==> config.mk <==
export PLATFORM = sky130hd
export DESIGN_NAME = csms_top
export DESIGN_NICKNAME = d
export VERILOG_FILES = /design/src/rtl/csms_gfmux.v /design/src/rtl/csms_mult.v /design/src/rtl/csms_top.v
export VERILOG_INCLUDE_DIRS = /design/src /design/src/rtl
export SDC_FILE = /design/constraint.sdc
export NUM_CORES = 1
export LEC_CHECK = 0
export BUFFER_PORTS_ARGS = -buffer_cell sky130_fd_sc_hd__buf_2
export CORE_MARGIN = 2
export CORE_UTILIZATION = 52
export CTS_CLUSTER_DIAMETER = 200
export DETAILED_ROUTE_END_ITERATION = 6
export PLACE_DENSITY_LB_ADDON = 0.3
export SYNTH_ARGS = -nofsm -noshare
export SYNTH_HDL_FRONTEND = slang
export SYNTH_SLANG_ARGS = --single-unit
==> constraint.sdc <==
create_clock -name core_clk -period 5.45 [get_ports core_clk]
set_input_delay 0 -clock core_clk [delete_from_list [all_inputs] [get_ports core_clk]]
set_output_delay 0 -clock core_clk [all_outputs]
set_load 0.02 [all_outputs]
==> src/rtl/csms_map.vh <==
// Register map, field positions, reset values and timing counts
`ifndef CSMS_MAP_VH
`define CSMS_MAP_VH

`define CSMS_ADDR_OSC_CTRL 8'hB2
`define CSMS_ADDR_TRIM 8'hB3
`define CSMS_ADDR_MULT 8'hB9
`define CSMS_ADDR_LF 8'hE3
`define CSMS_ADDR_SEL 8'hA9

`define CSMS_BIT_OSC_EN 7
`define CSMS_BIT_OSC_RDY 6
`define CSMS_BIT_LF_EN 7
`define CSMS_BIT_MUL_EN 7
`define CSMS_BIT_MUL_INIT 6
`define CSMS_BIT_MUL_LOCK 5
`define CSMS_BIT_MUL_SEL 0

`define CSMS_TRIM_RST 5'h10
`define CSMS_OSC_EN_RST 1'b1
`define CSMS_DIV_RST 2'h0
`define CSMS_SYS_RST 3'h0
`define CSMS_USB_RST 2'h0

`define CSMS_SYS_INT 2'h0
`define CSMS_SYS_EXT 2'h1
`define CSMS_SYS_MULT 2'h2
`define CSMS_SYS_LF 2'h3
`define CSMS_USB_MULT 2'h0
`define CSMS_USB_INT2 2'h1
`define CSMS_USB_EXT 2'h2
`define CSMS_USB_OFF 2'h3

`define CSMS_OSC_HALF_BASE 6'h08
`define CSMS_CLK_KHZ 100000
`define CSMS_LF_KHZ 88
`define CSMS_LF_HALF ((`CSMS_CLK_KHZ) / (2 * (`CSMS_LF_KHZ)))
`define CSMS_LOCK_MATCHES 3'h4

`endif

==> src/rtl/csms_gfmux.v <==
// Glitch-free four-way clock multiplexer for level-modelled clocks
`default_nettype none
`include "csms_map.vh"
module csms_gfmux (
  // Clock and reset
  input wire core_clk,
  input wire rst_n,
  // Sources and selection
  input wire [3:0] src,
  input wire [1:0] sel,
  // Selected clock
  output reg clk_q
);
  reg [1:0] cur_q;
  reg [1:0] cur_d;
  reg clk_d;

  // Hand over only while both old and new clock are low, so that
  // no high pulse is ever cut short; a low phase may stretch.
  always @* begin
    cur_d = cur_q;
    if (sel != cur_q && !clk_q && !src[sel]) begin
      cur_d = sel;
    end
    clk_d = src[cur_d];
  end

  always @(posedge core_clk or negedge rst_n) begin
    if (!rst_n) begin
      cur_q <= 2'h0;
      clk_q <= 1'b0;
    end else begin
      cur_q <= cur_d;
      clk_q <= clk_d;
    end
  end
endmodule
`default_nettype wire

==> src/rtl/csms_mult.v <==
// Four-times clock multiplier model with init and lock detection
`default_nettype none
`include "csms_map.vh"
module csms_mult (
  // Clock and reset
  input wire core_clk,
  input wire rst_n,
  // Control
  input wire in_clk,
  input wire enable,
  input wire start,
  // Status and outputs
  output reg locked_q,
  output reg out_q,
  output reg half_q
);
  reg in_d_q;
  reg run_q;
  reg [7:0] per_cnt_q;
  reg [7:0] per_q;
  reg [2:0] match_q;
  reg [4:0] out_cnt_q;
  wire rise = in_clk & ~in_d_q;
  wire [7:0] measured = (per_cnt_q == 8'hFF) ? 8'hFF : per_cnt_q + 8'h01;
  // Output half period is an eighth of the input period
  wire [4:0] ohalf = (per_q[7:3] == 5'h00) ? 5'h01 : per_q[7:3];

  always @(posedge core_clk or negedge rst_n) begin
    if (!rst_n) begin
      in_d_q <= 1'b0;
      run_q <= 1'b0;
      per_cnt_q <= 8'h00;
      per_q <= 8'h00;
      match_q <= 3'h0;
      locked_q <= 1'b0;
      out_cnt_q <= 5'h00;
      out_q <= 1'b0;
      half_q <= 1'b0;
    end else if (!enable) begin
      // Disable drops lock until a fresh init completes
      in_d_q <= in_clk;
      run_q <= 1'b0;
      per_cnt_q <= 8'h00;
      match_q <= 3'h0;
      locked_q <= 1'b0;
      out_cnt_q <= 5'h00;
      out_q <= 1'b0;
      half_q <= 1'b0;
    end else begin
      in_d_q <= in_clk;
      if (start) begin
        run_q <= 1'b1;
        per_cnt_q <= 8'h00;
        match_q <= 3'h0;
        locked_q <= 1'b0;
      end else if (run_q) begin
        if (rise) begin
          per_cnt_q <= 8'h00;
          per_q <= measured;
          if (measured == per_q) begin
            if (match_q == `CSMS_LOCK_MATCHES - 3'h1) begin
              locked_q <= 1'b1;
            end else begin
              match_q <= match_q + 3'h1;
            end
          end else begin
            match_q <= 3'h0;
            locked_q <= 1'b0;
          end
        end else if (per_cnt_q != 8'hFF) begin
          per_cnt_q <= per_cnt_q + 8'h01;
        end
      end
      // Output only runs once locked; before that it is unusable
      if (locked_q) begin
        if (out_cnt_q >= ohalf - 5'h01) begin
          out_cnt_q <= 5'h00;
          out_q <= ~out_q;
          if (!out_q) begin
            half_q <= ~half_q;
          end
        end else begin
          out_cnt_q <= out_cnt_q + 5'h01;
        end
      end else begin
        out_cnt_q <= 5'h00;
        out_q <= 1'b0;
        half_q <= 1'b0;
      end
    end
  end
endmodule
`default_nettype wire

==> src/rtl/csms_top.v <==
// Clock source, multiplier and clock select unit with its registers
`default_nettype none
`include "csms_map.vh"
module csms_top (
  // Clock and reset
  input wire core_clk,
  input wire rstn,
  // Special function register port
  input wire [7:0] sfr_addr,
  input wire sfr_wr,
  input wire sfr_rd,
  input wire [7:0] sfr_wdata,
  output reg [7:0] sfr_rdata,
  // External clock pin and port control
  input wire ext_clock_pin,
  input wire global_input_enable,
  // Clock recovery
  input wire clk_recovery_en,
  input wire [4:0] recovery_trim,
  // Clock outputs
  output wire sys_clk_out,
  output wire usb_clk_out,
  output reg ext_periph_clk
);
  // Terminal test shared by the oscillator counters
  function csms_term;
    input [9:0] cnt;
    input [9:0] half;
    begin
      csms_term = (cnt >= half - 10'h001);
    end
  endfunction

  // Internal oscillator divide pick
  function csms_div_pick;
    input [1:0] code;
    input [2:0] cnt;
    input osc;
    begin
      case (code)
        2'h0: csms_div_pick = cnt[2];
        2'h1: csms_div_pick = cnt[1];
        2'h2: csms_div_pick = cnt[0];
        default: csms_div_pick = osc;
      endcase
    end
  endfunction

  // Address match shared by every write strobe
  function csms_hit;
    input [7:0] addr;
    input [7:0] target;
    begin
      csms_hit = (addr == target);
    end
  endfunction

  // Reset release synchroniser
  reg rst_meta_q;
  reg rst_sync_q;
  wire rst_n = rst_sync_q;

  always @(posedge core_clk or negedge rstn) begin
    if (!rstn) begin
      rst_meta_q <= 1'b0;
      rst_sync_q <= 1'b0;
    end else begin
      rst_meta_q <= 1'b1;
      rst_sync_q <= rst_meta_q;
    end
  end

  // Register strobes
  wire wr_osc = sfr_wr && csms_hit(sfr_addr, `CSMS_ADDR_OSC_CTRL);
  wire wr_trim = sfr_wr && csms_hit(sfr_addr, `CSMS_ADDR_TRIM);
  wire wr_mult = sfr_wr && csms_hit(sfr_addr, `CSMS_ADDR_MULT);
  wire wr_lf = sfr_wr && csms_hit(sfr_addr, `CSMS_ADDR_LF);
  wire wr_sel = sfr_wr && csms_hit(sfr_addr, `CSMS_ADDR_SEL);

  // Write data fields; bits without a field are dropped here
  wire wd_osc_en = sfr_wdata[`CSMS_BIT_OSC_EN];
  wire [1:0] wd_div = sfr_wdata[1:0];
  wire [4:0] wd_trim = sfr_wdata[4:0];
  wire wd_lf_en = sfr_wdata[`CSMS_BIT_LF_EN];
  wire wd_mul_en = sfr_wdata[`CSMS_BIT_MUL_EN];
  wire wd_mul_init = sfr_wdata[`CSMS_BIT_MUL_INIT];
  wire wd_mul_sel = sfr_wdata[`CSMS_BIT_MUL_SEL];
  wire [1:0] wd_usb = sfr_wdata[5:4];
  wire [2:0] wd_sys = sfr_wdata[2:0];
  // Reserved system codes all have the top bit set
  wire wd_sys_ok = !sfr_wdata[2];

  // Control registers
  reg osc_en_q;
  reg [1:0] osc_div_q;
  reg [4:0] trim_q;
  reg lf_en_q;
  reg mul_en_q;
  reg mul_init_q;
  reg mul_sel_q;
  reg [1:0] usb_src_q;
  reg [2:0] sys_src_q;
  // Status comes straight from the multiplier's lock flop
  wire mul_locked;

  // Init only counts when enable was already set before this write
  wire mul_start = wr_mult && wd_mul_init && wd_mul_en && mul_en_q &&
                   !mul_init_q;

  always @(posedge core_clk or negedge rst_n) begin
    if (!rst_n) begin
      osc_en_q <= `CSMS_OSC_EN_RST;
      osc_div_q <= `CSMS_DIV_RST;
    end else if (wr_osc) begin
      osc_en_q <= wd_osc_en;
      osc_div_q <= wd_div;
    end
  end

  always @(posedge core_clk or negedge rst_n) begin
    if (!rst_n) begin
      trim_q <= `CSMS_TRIM_RST;
    end else if (clk_recovery_en) begin
      // Recovery owns the trim, so software writes are ignored
      trim_q <= recovery_trim;
    end else if (wr_trim) begin
      trim_q <= wd_trim;
    end
  end

  always @(posedge core_clk or negedge rst_n) begin
    if (!rst_n) begin
      lf_en_q <= 1'b0;
    end else if (wr_lf) begin
      lf_en_q <= wd_lf_en;
    end
  end

  always @(posedge core_clk or negedge rst_n) begin
    if (!rst_n) begin
      mul_en_q <= 1'b0;
      mul_init_q <= 1'b0;
      mul_sel_q <= 1'b0;
    end else if (wr_mult) begin
      mul_en_q <= wd_mul_en;
      mul_init_q <= wd_mul_init;
      mul_sel_q <= wd_mul_sel;
    end
  end

  always @(posedge core_clk or negedge rst_n) begin
    if (!rst_n) begin
      usb_src_q <= `CSMS_USB_RST;
      sys_src_q <= `CSMS_SYS_RST;
    end else if (wr_sel) begin
      usb_src_q <= wd_usb;
      // Reserved system codes are refused, keeping the running source
      if (wd_sys_ok) begin
        sys_src_q <= wd_sys;
      end
    end
  end

  // Internal oscillator: half period grows with the trim value
  reg [5:0] osc_cnt_q;
  reg osc_q;
  reg [2:0] div_cnt_q;
  wire [5:0] osc_half = `CSMS_OSC_HALF_BASE + {1'b0, trim_q};
  wire osc_term = csms_term({4'h0, osc_cnt_q}, {4'h0, osc_half});

  always @(posedge core_clk or negedge rst_n) begin
    if (!rst_n) begin
      osc_cnt_q <= 6'h00;
      osc_q <= 1'b0;
      div_cnt_q <= 3'h0;
    end else if (!osc_en_q) begin
      osc_cnt_q <= 6'h00;
      osc_q <= 1'b0;
      div_cnt_q <= 3'h0;
    end else if (osc_term) begin
      // First toggle comes osc_half cycles after the enabling write
      osc_cnt_q <= 6'h00;
      osc_q <= ~osc_q;
      if (!osc_q) begin
        div_cnt_q <= div_cnt_q + 3'h1;
      end
    end else begin
      osc_cnt_q <= osc_cnt_q + 6'h01;
    end
  end

  // Codes 0 to 2 tap counter bits and code 3 the oscillator, so all ratios share one phase
  wire int_sys = csms_div_pick(osc_div_q, div_cnt_q, osc_q);
  wire int_half = div_cnt_q[0];

  // Low-frequency oscillator
  reg [9:0] lf_cnt_q;
  reg lf_q;
  // Count is worked out at integer width, then cut to the counter
  localparam [31:0] lf_half_full = `CSMS_LF_HALF;
  wire [9:0] lf_half = lf_half_full[9:0];

  always @(posedge core_clk or negedge rst_n) begin
    if (!rst_n) begin
      lf_cnt_q <= 10'h000;
      lf_q <= 1'b0;
    end else if (!lf_en_q) begin
      lf_cnt_q <= 10'h000;
      lf_q <= 1'b0;
    end else if (csms_term(lf_cnt_q, lf_half)) begin
      lf_cnt_q <= 10'h000;
      lf_q <= ~lf_q;
    end else begin
      lf_cnt_q <= lf_cnt_q + 10'h001;
    end
  end

  // External clock: only seen once the port input path is enabled
  always @(posedge core_clk or negedge rst_n) begin
    if (!rst_n) begin
      ext_periph_clk <= 1'b0;
    end else begin
      ext_periph_clk <= ext_clock_pin & global_input_enable;
    end
  end

  // Peripherals keep the external clock whatever the system source
  wire ext_clk = ext_periph_clk;

  // Multiplier
  // Change the input only while the multiplier is off
  wire mul_in = mul_sel_q ? ext_clk : osc_q;
  wire mul_out;
  wire mul_half;

  // Lock is lost as soon as enable drops
  csms_mult u_mult (
    .core_clk(core_clk),
    .rst_n(rst_n),
    .in_clk(mul_in),
    .enable(mul_en_q),
    .start(mul_start),
    .locked_q(mul_locked),
    .out_q(mul_out),
    .half_q(mul_half)
  );

  // System and USB clock multiplexers
  // Bit order follows the select codes; USB code 11 is held low
  wire [3:0] sys_srcs = {lf_q, mul_half, ext_clk, int_sys};
  wire [3:0] usb_srcs = {1'b0, ext_clk, int_half, mul_out};
  // Refused codes never leave the stored top bit set
  wire [1:0] sys_sel = sys_src_q[1:0];

  // Reset selects code zero, the internal oscillator
  csms_gfmux u_sys_mux (
    .core_clk(core_clk),
    .rst_n(rst_n),
    .src(sys_srcs),
    .sel(sys_sel),
    .clk_q(sys_clk_out)
  );

  // Stopping the USB clock is a switch to the tied-low input
  csms_gfmux u_usb_mux (
    .core_clk(core_clk),
    .rst_n(rst_n),
    .src(usb_srcs),
    .sel(usb_src_q),
    .clk_q(usb_clk_out)
  );

  // Read data, one cycle after the read strobe
  reg [7:0] rd_d;

  always @* begin
    if (sfr_addr == `CSMS_ADDR_OSC_CTRL) begin
      rd_d = {osc_en_q, osc_en_q, 4'h0, osc_div_q};
    end else if (sfr_addr == `CSMS_ADDR_TRIM) begin
      rd_d = {3'h0, trim_q};
    end else if (sfr_addr == `CSMS_ADDR_MULT) begin
      rd_d = {mul_en_q, mul_init_q, mul_locked, 4'h0,
              mul_sel_q};
    end else if (sfr_addr == `CSMS_ADDR_LF) begin
      rd_d = {lf_en_q, 7'h00};
    end else if (sfr_addr == `CSMS_ADDR_SEL) begin
      rd_d = {2'h0, usb_src_q, 1'b0, sys_src_q};
    end else begin
      rd_d = 8'h00;
    end
  end

  // Held between reads, so a late sample still sees it
  always @(posedge core_clk or negedge rst_n) begin
    if (!rst_n) begin
      sfr_rdata <= 8'h00;
    end else if (sfr_rd) begin
      sfr_rdata <= rd_d;
    end
  end
endmodule
`default_nettype wire

# Word-level counts from Yosys, hierarchy flattened
# Index checks and enable logic that the tools add are counted.
[totals]
ff_bits = 83
latchBits = 0
mem_bits_rw = 0
romBits = 0
elab_cells = 169
n_memories = 0
[classes]
addsub = 9
multipliers = 0
n_div = 0
n_lt_le_gt_ge = 7
n_eq_ne = 24
shifts = 0
n_mux = 61
bitwise_logic = 9
reduce_logical = 28
[ops]
columns = ["op", "count"]
rows = [
  ["$mux W8", 10],
  ["$eq A8 B8 Y1 const B", 6],
  ["$mux W5", 6],
  ["$mux W3", 9],
  ["$mux W1", 24],
  ["$mux W10", 2],
  ["$mux W6", 3],
  ["$logic_and A1 B1 Y1", 13],
  ["$lt A2 B3 Y1 const B", 4],
  ["$add A10 B1 Y10 const B", 1],
  ["$ge A10 B10 Y1 const B", 1],
  ["$ge A6 B10 Y1", 1],
  ["$add A8 B1 Y8 const B", 1],
  ["$bmux W1 S2", 4],
  ["$eq A8 B8 Y1", 1],
  ["$ne A4 B4 Y1 const B", 2],
  ["$ne A8 B8 Y1 const B", 1],
  ["$reduce_and A2 Y1", 4],
  ["$not A1 Y1", 7],
  ["$sub A6 B1 Y7 const B", 1],
  ["$add A3 B1 Y3 const B", 2],
  ["$add A4 B5 Y6 const A", 1],
  ["$add A6 B1 Y6 const B", 1],
  ["$ne A2 B1 Y1 const B", 3],
  ["other kinds (20)", 30],
]

# Longest topological paths before layout
# Gate-level depths: netlist of run 1.
[logic_depth]
depth_word = 9
depth_mapped = 12
mapped_depth_nobuf = 10

# Hierarchy
# A second synthesis of run 1 with hierarchy kept.
[unflattened]
cells_unflattened = 461
hier_area_um2 = 4712.0
[by_module_without_submodules]
columns = ["module", "instances", "cells_per_inst", "area_per_inst_um2", "seq_area_each_um2"]
rows = [
  ["csms_top", 1, 231, 2488.6, 1203.7],
  ["csms_mult", 1, 206, 1905.6, 725.7],
  ["csms_gfmux", 2, 12, 158.9, 75.1],
]

# Least setup slack after synthesis of run 1
# OpenSTA, ideal clock, no wires.
[synth_path]
path_kind = "register to register"
startpoint = "register u_mult.per_q[6]"
endpoint = "register u_mult.half_q"
t_arrival_ns = 2.493
path_slack_ns = 2.837
stages_incl_launch_ff = 12
n_path_buf = 2
period_less_slack_ns = 2.613
cell_sequence = "dfrtp_1 > clkbuf_1 > nor2_1 > a31oi_1 > ha_1 > ha_1 > a21o_1 > a21o_1 > a21o_1 > a211o_1 > clkbuf_1 > a31o_2"
[synth_via]
elab_chain_len = 6
[synth_rtl]
columns = ["element", "line_no", "rtl"]
rows = [
  ["start: declaration", "csms_mult.v:20", "reg [7:0] per_q;"],
  ["start signal: assignment", "csms_mult.v:59", "per_q <= measured;"],
  ["$logic_not A5 Y1", "csms_mult.v:26", "wire [4:0] ohalf = (per_q[7:3] == 5'h00) ? 5'h01 : per_q[7:3];"],
  ["$mux W5 (*)", "csms_mult.v:26", ""],
  ["$sub A5 B1 Y5 (*)", "csms_mult.v:76", "if (out_cnt_q >= ohalf - 5'h01) begin"],
  ["$ge A5 B5 Y1 (*)", "csms_mult.v:76", ""],
  ["$ne A3 B3 Y1 (no source line) (*)", "n/a", ""],
  ["$reduce_and A2 Y1 (no source line) (*)", "n/a", ""],
  ["end signal: assignment", "csms_mult.v:80", "half_q <= ~half_q;"],
  ["end: declaration", "csms_mult.v:15", "output reg half_q"],
]
# Mark *: on every way between the ends. The rest lies on a longest branch, timed or not.
# A chain may end at the register's enable or synchronous reset.

# Final worst setup path of run 1
[layout_path]
startpoint = "register u_mult.per_cnt_q[0]"
endpoint = "register u_mult.match_q[2]"
[layout_via]
elab_chain_len = 8
elab_cells_between_ends = 11
cone_classes = "add/sub (1); eq/ne (3); mux (6); reduce/logical (1)"
[layout_rtl]
columns = ["element", "line_no", "rtl"]
rows = [
  ["start: declaration", "csms_mult.v:19", "reg [7:0] per_cnt_q;"],
  ["start signal: assignment", "csms_mult.v:71", "per_cnt_q <= per_cnt_q + 8'h01;"],
  ["$add A8 B1 Y8 or $eq A8 B8 Y1 (tied branches)", "csms_mult.v:24", "wire [7:0] measured = (per_cnt_q == 8'hFF) ? 8'hFF : per_cnt_q + 8'h01;"],
  ["$mux W8 (*)", "csms_mult.v:24", ""],
  ["$eq A8 B8 Y1 (*)", "csms_mult.v:60", "if (measured == per_q) begin"],
  ["$mux W3", "csms_mult.v:60", ""],
  ["$mux W3", "csms_mult.v:57", "if (rise) begin"],
  ["$mux W3", "csms_mult.v:56", "end else if (run_q) begin"],
  ["$mux W3", "csms_mult.v:51", "if (start) begin"],
  ["$mux W3", "csms_mult.v:39", "end else if (!enable) begin"],
  ["end signal: assignment", "csms_mult.v:64", "match_q <= match_q + 3'h1;"],
  ["end: declaration", "csms_mult.v:21", "reg [2:0] match_q;"],
]
# Mark *: on every way between the ends. The rest lies on a longest branch, timed or not. The select of a mux whose other input is x is not followed.

==> results of run 1 <==
worst max-delay path, stage by stage (launching register included):
cell	delay, ps
dfrtp_1	550
ha_1	450
nand4_4	170
nor2_4	210
o21ai_0	120
or4_4	550
nor4_2	320
nand3b_1	170
o21ai_1	170
placed cells by master (no fill, tap or decap), types with 4 or more instances in the layout:
| cell type | n |
|---|---|
| nand2b_1 | 7 |
| o31ai_1 | 6 |
| o21ai_0 | 27 |
| inv_1 | 23 |
| dlygate4sd3_1 | 26 |
| nor2b_1 | 4 |
| a21o_1 | 7 |
| mux2_2 | 15 |
| dfrtp_1 | 80 |
| o22ai_1 | 8 |
| nor3_1 | 5 |
| xnor2_1 | 13 |
| buf_2 | 38 |
| xor2_1 | 14 |
| clkbuf_8 | 10 |
| ha_1 | 20 |
| nand4_1 | 6 |
| nor2_1 | 48 |
| mux2i_1 | 12 |
| and2_1 | 6 |
| nand2_1 | 49 |
| a31oi_1 | 4 |
| nand3_1 | 17 |
| nand3b_1 | 6 |
| and3_1 | 8 |
| a21oi_1 | 17 |
worst min path at each step:
stage / to
after global placement: rst_meta_q$_DFF_PN0_
after detailed placement: rst_meta_q$_DFF_PN0_
after CTS: sfr_rdata[2]$_DFFE_PN0P_
final: sfr_rdata[2]$_DFFE_PN0P_
after floorplan: rst_meta_q$_DFF_PN0_
after global routing: lf_en_q$_DFFE_PN0P_
logic make-up (layout without fill, tap and decap cells):
logic type,Yosys count,in the layout
flip-flops,83,83
AND/OR/NAND/NOR,177,177
XOR/XNOR,27,27
adder cells (fa/ha/maj),20,20
multiplexers,29,29
AO/OA/AOI/OAI,103,103
other,1,1
buffers and inverters,42,103
stage by stage:
stage               hold WS (ps)  worst slack (ps)  power [mW]
floorplan                   -296              2840       0.700
global placement            -215              2840       0.727
detailed placement          -212              2680       0.729
CTS                         12.8              2660        1.17
global route                41.1              2490        1.21
finish                      13.6              2660        1.16
per-layer routing:
| metal | part of all wire | routed length, um | up-vias |
|---|---|---|---|
| li1 | - | - | 1827 |
| met1 | 0.47 | 4620 | 1847 |
| met2 | 0.47 | 4660 | 88 |
| met3 | 0.048 | 475 | 15 |
| met4 | 0.016 | 161 | 0 |
| met5 | 0 | 0 | - |
layout make-up:
type	instances	area [um2]
fillers	715	3370
inverters	23	86.3
well taps	108	135
flip-flops and latches	83	2080
multi-input cells	357	2410
repair buffers	64	450
clock inverters	6	53.8
clock buffers	10	138
flip-flops by register name, summed over array words and instances, names as in the netlist, 2 cells and up:
name / count
u_usb_mux.cur_q: 2
u_mult.per_q: 8
usb_src_q: 2
div_cnt_q: 3
sfr_rdata: 8
u_mult.match_q: 3
u_mult.per_cnt_q: 8
u_sys_mux.cur_q: 2
osc_div_q: 2
u_mult.out_cnt_q: 5
trim_q: 5
lf_cnt_q: 10
sys_src_q: 2
osc_cnt_q: 6
power by group through the flow:
stage               logic, mW  clock network, mW  registers [mW]
CTS                    0.0804              0.436           0.653
finish                 0.0818              0.430           0.652
global placement       0.0623                  0           0.665
floorplan              0.0423                  0           0.658
detailed placement     0.0646                  0           0.665
global route           0.0910              0.464           0.657
==> summary.txt, run 1 <==
Run status
  • Outcome: finished, final reports clean

Clocking
  • CTS clock-pin slew for the worst setup and hold paths: 90 ps
  • Post-CTS setup repair buffer count: 0
  • TritonCTS clock tree: yes
  • Bufs on Longest Clock Path: 2
  • CTS root buffer: clkbuf_8
  • Clk sinks: 83
  • Inserted Clock Buffers: 9
  • Post-CTS sizing: 0
  • Hold Buf Count CTS: 26
  • Clock latency on the worst-skew pair: 360 ps
  • Htree depth: 3

Yosys
  • Mapped cell area: 0.00467 mm2
  • Syn Inst Count: 482
  • Top post-synthesis cells by area: dfrtp_1 (43%), ha_1 (5.4%), nand2_1 (3.9%), nor2_1 (3.9%), mux2_2 (3.6%)
  • Warnings from Yosys: 0
  • Seq/Total Area, Yosys: 0.445
  • Post-Synthesis Net Count: 530
  • Ys flop type: dfrtp_1
  • Post-synthesis average cell area: 9.70 um2
  • Post-synthesis adder-cell area fraction: 0.0535
  • Post-synth EDFFs: 0
  • Post-synth top cells: dfrtp_1 (81), nand2_1 (49), nor2_1 (48), o21ai_0 (27), inv_1 (23)
  • FFs w/ async S/R, synth: 1.00
  • Synthesized flop and latch total: 83
  • Dominant cell type by area after synthesis: dfrtp_1
  • Post-Synth Simple-Gate Area: 0.195
  • Synth cell types: 65
  • Count leader, synth: dfrtp_1
  • Multiplexer area fraction after synthesis: 0.0715
  • Share of the synthesized area in the top cell type: 0.434
  • Post-synthesis compound-gate area fraction: 0.144
  • Combinational family with the most area after synthesis: simple AND/OR/NAND/NOR gates
  • Post-Synth XOR/XNOR Area: 0.0506

Pwr
  • Pwr/cell area: 217 mW/mm2
  • Psw: 0.304 mW
  • Internal power: 0.860 mW
  • Net Sw Frac: 0.261
  • Flop pwr share: 0.560
  • Comb pwr share: 0.070
  • P_leak: 2.46 nW
  • Maximum vdd drop: 0.130 mV
  • Clock power share: 0.370

Floorplanning
  • Die H: 98.8 um
  • Initial Util: 0.536
  • Chip Width: 98.8 um
  • Boundary pin count: 39
  • Core area: 0.00872 mm2
  • Std cell rows: 34
  • Die Footprint: 0.00976 mm2

Finish
  • Layout net count: 586
  • ANT cells: 0
  • Post-Layout Cell Count: 651
  • Area Overhead vs Synth: 14.6%
  • Final Instance Area: 0.00536 mm2
  • Fin util: 0.614
  • Share of layout cells above drive strength 1: 0.157

Critical path
  • R2r endpoint: u_mult.match_q[2]$_DFFE_PN0P_
  • R2R setup slack: 2660 ps
  • Required time worst endpoint: 5730 ps
  • Reg2Reg Launch Point: u_mult.per_cnt_q[0]$_DFFE_PN0P_
  • FF-to-FF path depth: 8
  • Crit Path Max Fanout: 13
  • Crit path capture type: register
  • Crit path to: u_mult.match_q[2]$_DFFE_PN0P_
  • Critical Path Start Type: register
  • Critical Path Start: u_mult.per_cnt_q[0]$_DFFE_PN0P_
  • Crit path DAT: 3070 ps
  • Critical path class: reg2reg

Placed design
  • IO Port Bufs: 38
  • GP Congestion: 0.871
  • DP Area: 0.00490 mm2
  • Number of cells after detailed placement: 609
  • Dpl hpwl: 6940 um

STA
  • Worst-Margin Slew: 1010 ps
  • TNS Setup: 0 ps
  • Setup Skew: 14.7 ps
  • Fmax: 358 MHz
  • Crit share post-route: 0.512
  • Final min period: 2790 ps
  • Final slew viol count: 0
  • Final hold violation count: 0
  • RSZ-0062 raised after global routing: no
  • Worst slew margin: 0.325
  • Final setup violation count: 0

Global routing
  • Global routing's busiest layer: met2
  • Initial antenna violation count: 0
  • Vias in the first global route: 3638
  • GR Util met2: 0.337
  • Overall Global Routing Usage: 0.216
  • Total global routing overflow: 0
  • Global-route wire length before repair: 17300 um
  • Largest net degree at the start of global routing: 82
  • Met1 usage: 0.305
  • Met3 usage: 0.0475

Hold path
  • Worst Hold Class: in2reg
  • Hold wc startpoint: sfr_addr[0]
  • Hold path depth: 3

Drt
  • DRT Wirelength: 9910 um
  • Antenna viol nets, final: 0
  • DR WL/cell: 15.2 um
  • Remaining DRCs: 0
  • DRT Pass-1 Iters: 4
  • Iter 0 DRT Violations: 185
  • Vias: 3777
  • Vias per cell: 5.80

Run
  • Maxcap violations: 0
No activity file was read; power rests on OpenSTA's default activity.
==> inputs of run 2 (changes only) <==
clock period = 2.7 ns   (was 5.45 ns; I/O delays follow)
==> summary.txt, run 2 (same netlist as run 1, synthesis figures left out) <==
Critical path
  • CP max stage cell: dfrtp_1
  • Critical path class: reg2reg
  • Critical Path Start Type: register
  • Largest stage delay on the critical path: 470 ps
  • Crit path capture type: register
  • Crit path DAT: 2780 ps
  • Crit Path Max Fanout: 9
  • Cell repeated most along the worst path: a21o_1
  • Required time worst endpoint: 2930 ps
  • R2R setup slack: 150 ps
  • Critical Path Start: u_mult.per_q[3]$_DFFE_PN0P_
  • Cell Chain, Critical Path: a31oi_1, ha_1, ha_1, a21o_1, a21o_1, a21o_1, a211o_1, a31o_2
  • R2r endpoint: u_mult.half_q$_DFFE_PN0P_
  • Reg2Reg Launch Point: u_mult.per_q[3]$_DFFE_PN0P_
  • FF-to-FF path depth: 8

Finish
  • Layout net count: 592
  • Commonest cells after routing, fill and taps aside: dfrtp_1 (80), nand2_1 (49), nor2_1 (48), buf_2 (38), o21ai_0 (27)
  • Max reg flops: 10
  • Reg with most FFs: lf_cnt_q
  • ANT cells: 0
  • Share of layout cells above drive strength 1: 0.166
  • Final Instance Area: 0.00543 mm2
  • Area Overhead vs Synth: 16.2%
  • Commonest non-fill, non-tap cell in the layout: dfrtp_1

Drt
  • Iter 0 DRT Violations: 266
  • Vias: 3795
  • DRT Wirelength: 10200 um
  • DR WL/cell: 15.6 um
  • Antenna viol nets, final: 0
  • Remaining DRCs: 0
  • Vias per cell: 5.78
  • DRT Pass-1 Iters: 4

Pwr
  • Comb pwr share: 0.068
  • Flop pwr share: 0.532
  • Maximum vdd drop: 0.338 mV
  • Internal power: 1.88 mW
  • Net Sw Frac: 0.238
  • P_leak: 2.50 nW
  • Psw: 0.588 mW
  • Clock power share: 0.400
  • Pwr/cell area: 455 mW/mm2

STA
  • Final hold violation count: 0
  • Worst slew margin: 0.328
  • TNS Setup: 0 ps
  • Final min period: 2550 ps
  • Final setup violation count: 0
  • Setup Skew: 16.7 ps
  • RSZ-0062 raised after global routing: no
  • Worst-Margin Slew: 1010 ps
  • Crit share post-route: 0.945
  • Final slew viol count: 0
  • Fmax: 392 MHz

Clocking
  • Clock latency on the worst-skew pair: 350 ps
  • CTS clock-pin slew for the worst setup and hold paths: 90 ps
  • Inserted Clock Buffers: 9
  • Clk sinks: 83
  • TritonCTS clock tree: yes
  • Htree depth: 3
  • Bufs on Longest Clock Path: 2
  • CTS root buffer: clkbuf_8

Placed design
  • GP Congestion: 0.912
  • Dpl hpwl: 6990 um
  • DP Area: 0.00495 mm2
  • IO Port Bufs: 38

Hold path
  • WHS Endpoint: sfr_rdata[2]$_DFFE_PN0P_
  • Worst Hold Class: in2reg
  • Hold wc startpoint: sfr_addr[0]
  • Hold path depth: 3

Floorplanning
  • Initial Util: 0.536
  • Core area: 0.00872 mm2
  • Die H: 98.8 um
  • Chip Width: 98.8 um
  • Die Footprint: 0.00976 mm2
  • Std cell rows: 34
  • Boundary pin count: 39

Global routing
  • Global-route wire length before repair: 17500 um
  • Total global routing overflow: 0
  • Overall Global Routing Usage: 0.219
  • Initial antenna violation count: 0
  • Vias in the first global route: 3780
  • Largest net degree at the start of global routing: 82

Run
  • Maxcap violations: 0

Run status
  • Outcome: finished, final reports clean
-- run 2: changes by cell type in the layout (fill, tap and decap cells not counted) --
cell       before  now
buf_4           0    6
bufinv_16       0    2
inv_6           3    1
clkbuf_1        0    1
clkbuf_8       10    9
clkinv_2        0    1
ha_1           20   19
ha_2            0    1
inv_8           1    0
-- run 2: critical path: cells and delay by family, from the launching register on --
| family | cells | cell delay, ps |
|---|---|---|
| flops | 1 | 470 |
| compound gates | 6 | 1400 |
| fa+ha+maj | 2 | 560 |
-- run 2: final cells by class --
cell class	instances	area (um2)
clock inverter	6	90.1
multi-input combinational	357	2410
tap	108	135
timing repair buffer	70	495
inverter	23	86.3
fill	706	3290
sequential	83	2080
clock buffer	10	128
-- run 2: timing repair --
action	4_1_cts	5_1_grt
hold buffers	26	0
endpoints found under the hold margin	20	0
endpoints found under the setup margin	0	3
resized for setup	0	1
buffers inserted	0	0
-- run 2: through the flow --
step,instances,power (mW),utilization,setup WS [ps],hold slack [ps]
CTS,657,2.49,0.622,111,13.5
detailed placement,615,1.47,0.567,139,-213
global placement,615,1.47,0.567,242,-214
floorplan,482,1.41,-,86.9,-296
global route,657,2.57,0.623,11.4,35.8
finish,657,2.47,0.623,149,26.7
-- run 2: power groups by stage --
stage                     clock [mW]  combinational, mW  sequential [mW]
after floorplan                    0             0.0854             1.33
after global placement             0              0.127             1.34
after detailed placement           0              0.131             1.34
after CTS                       1.01              0.164             1.32
after global routing            1.06              0.187             1.33
final                          0.988              0.168             1.32
-- run 2: how the worst max path moves through the flow --
stage	depth (start not counted)	to
floorplan	11	u_mult.half_q$_DFFE_PN0P_
global placement	8	u_mult.match_q[2]$_DFFE_PN0P_
detailed placement	8	u_mult.match_q[2]$_DFFE_PN0P_
CTS	8	u_mult.match_q[0]$_DFFE_PN0P_
global route	8	u_mult.match_q[0]$_DFFE_PN0P_
finish	8	u_mult.half_q$_DFFE_PN0P_
-- run 2: metal layers --
| metal | wire length, um | vias up | track usage |
|---|---|---|---|
| met5 | 0 | - | 0 |
| met4 | 106 | 0 | 0.0717 |
| met3 | 505 | 14 | 0.0454 |
| met2 | 4870 | 99 | 0.350 |
| met1 | 4740 | 1839 | 0.298 |
| li1 | - | 1843 | - |
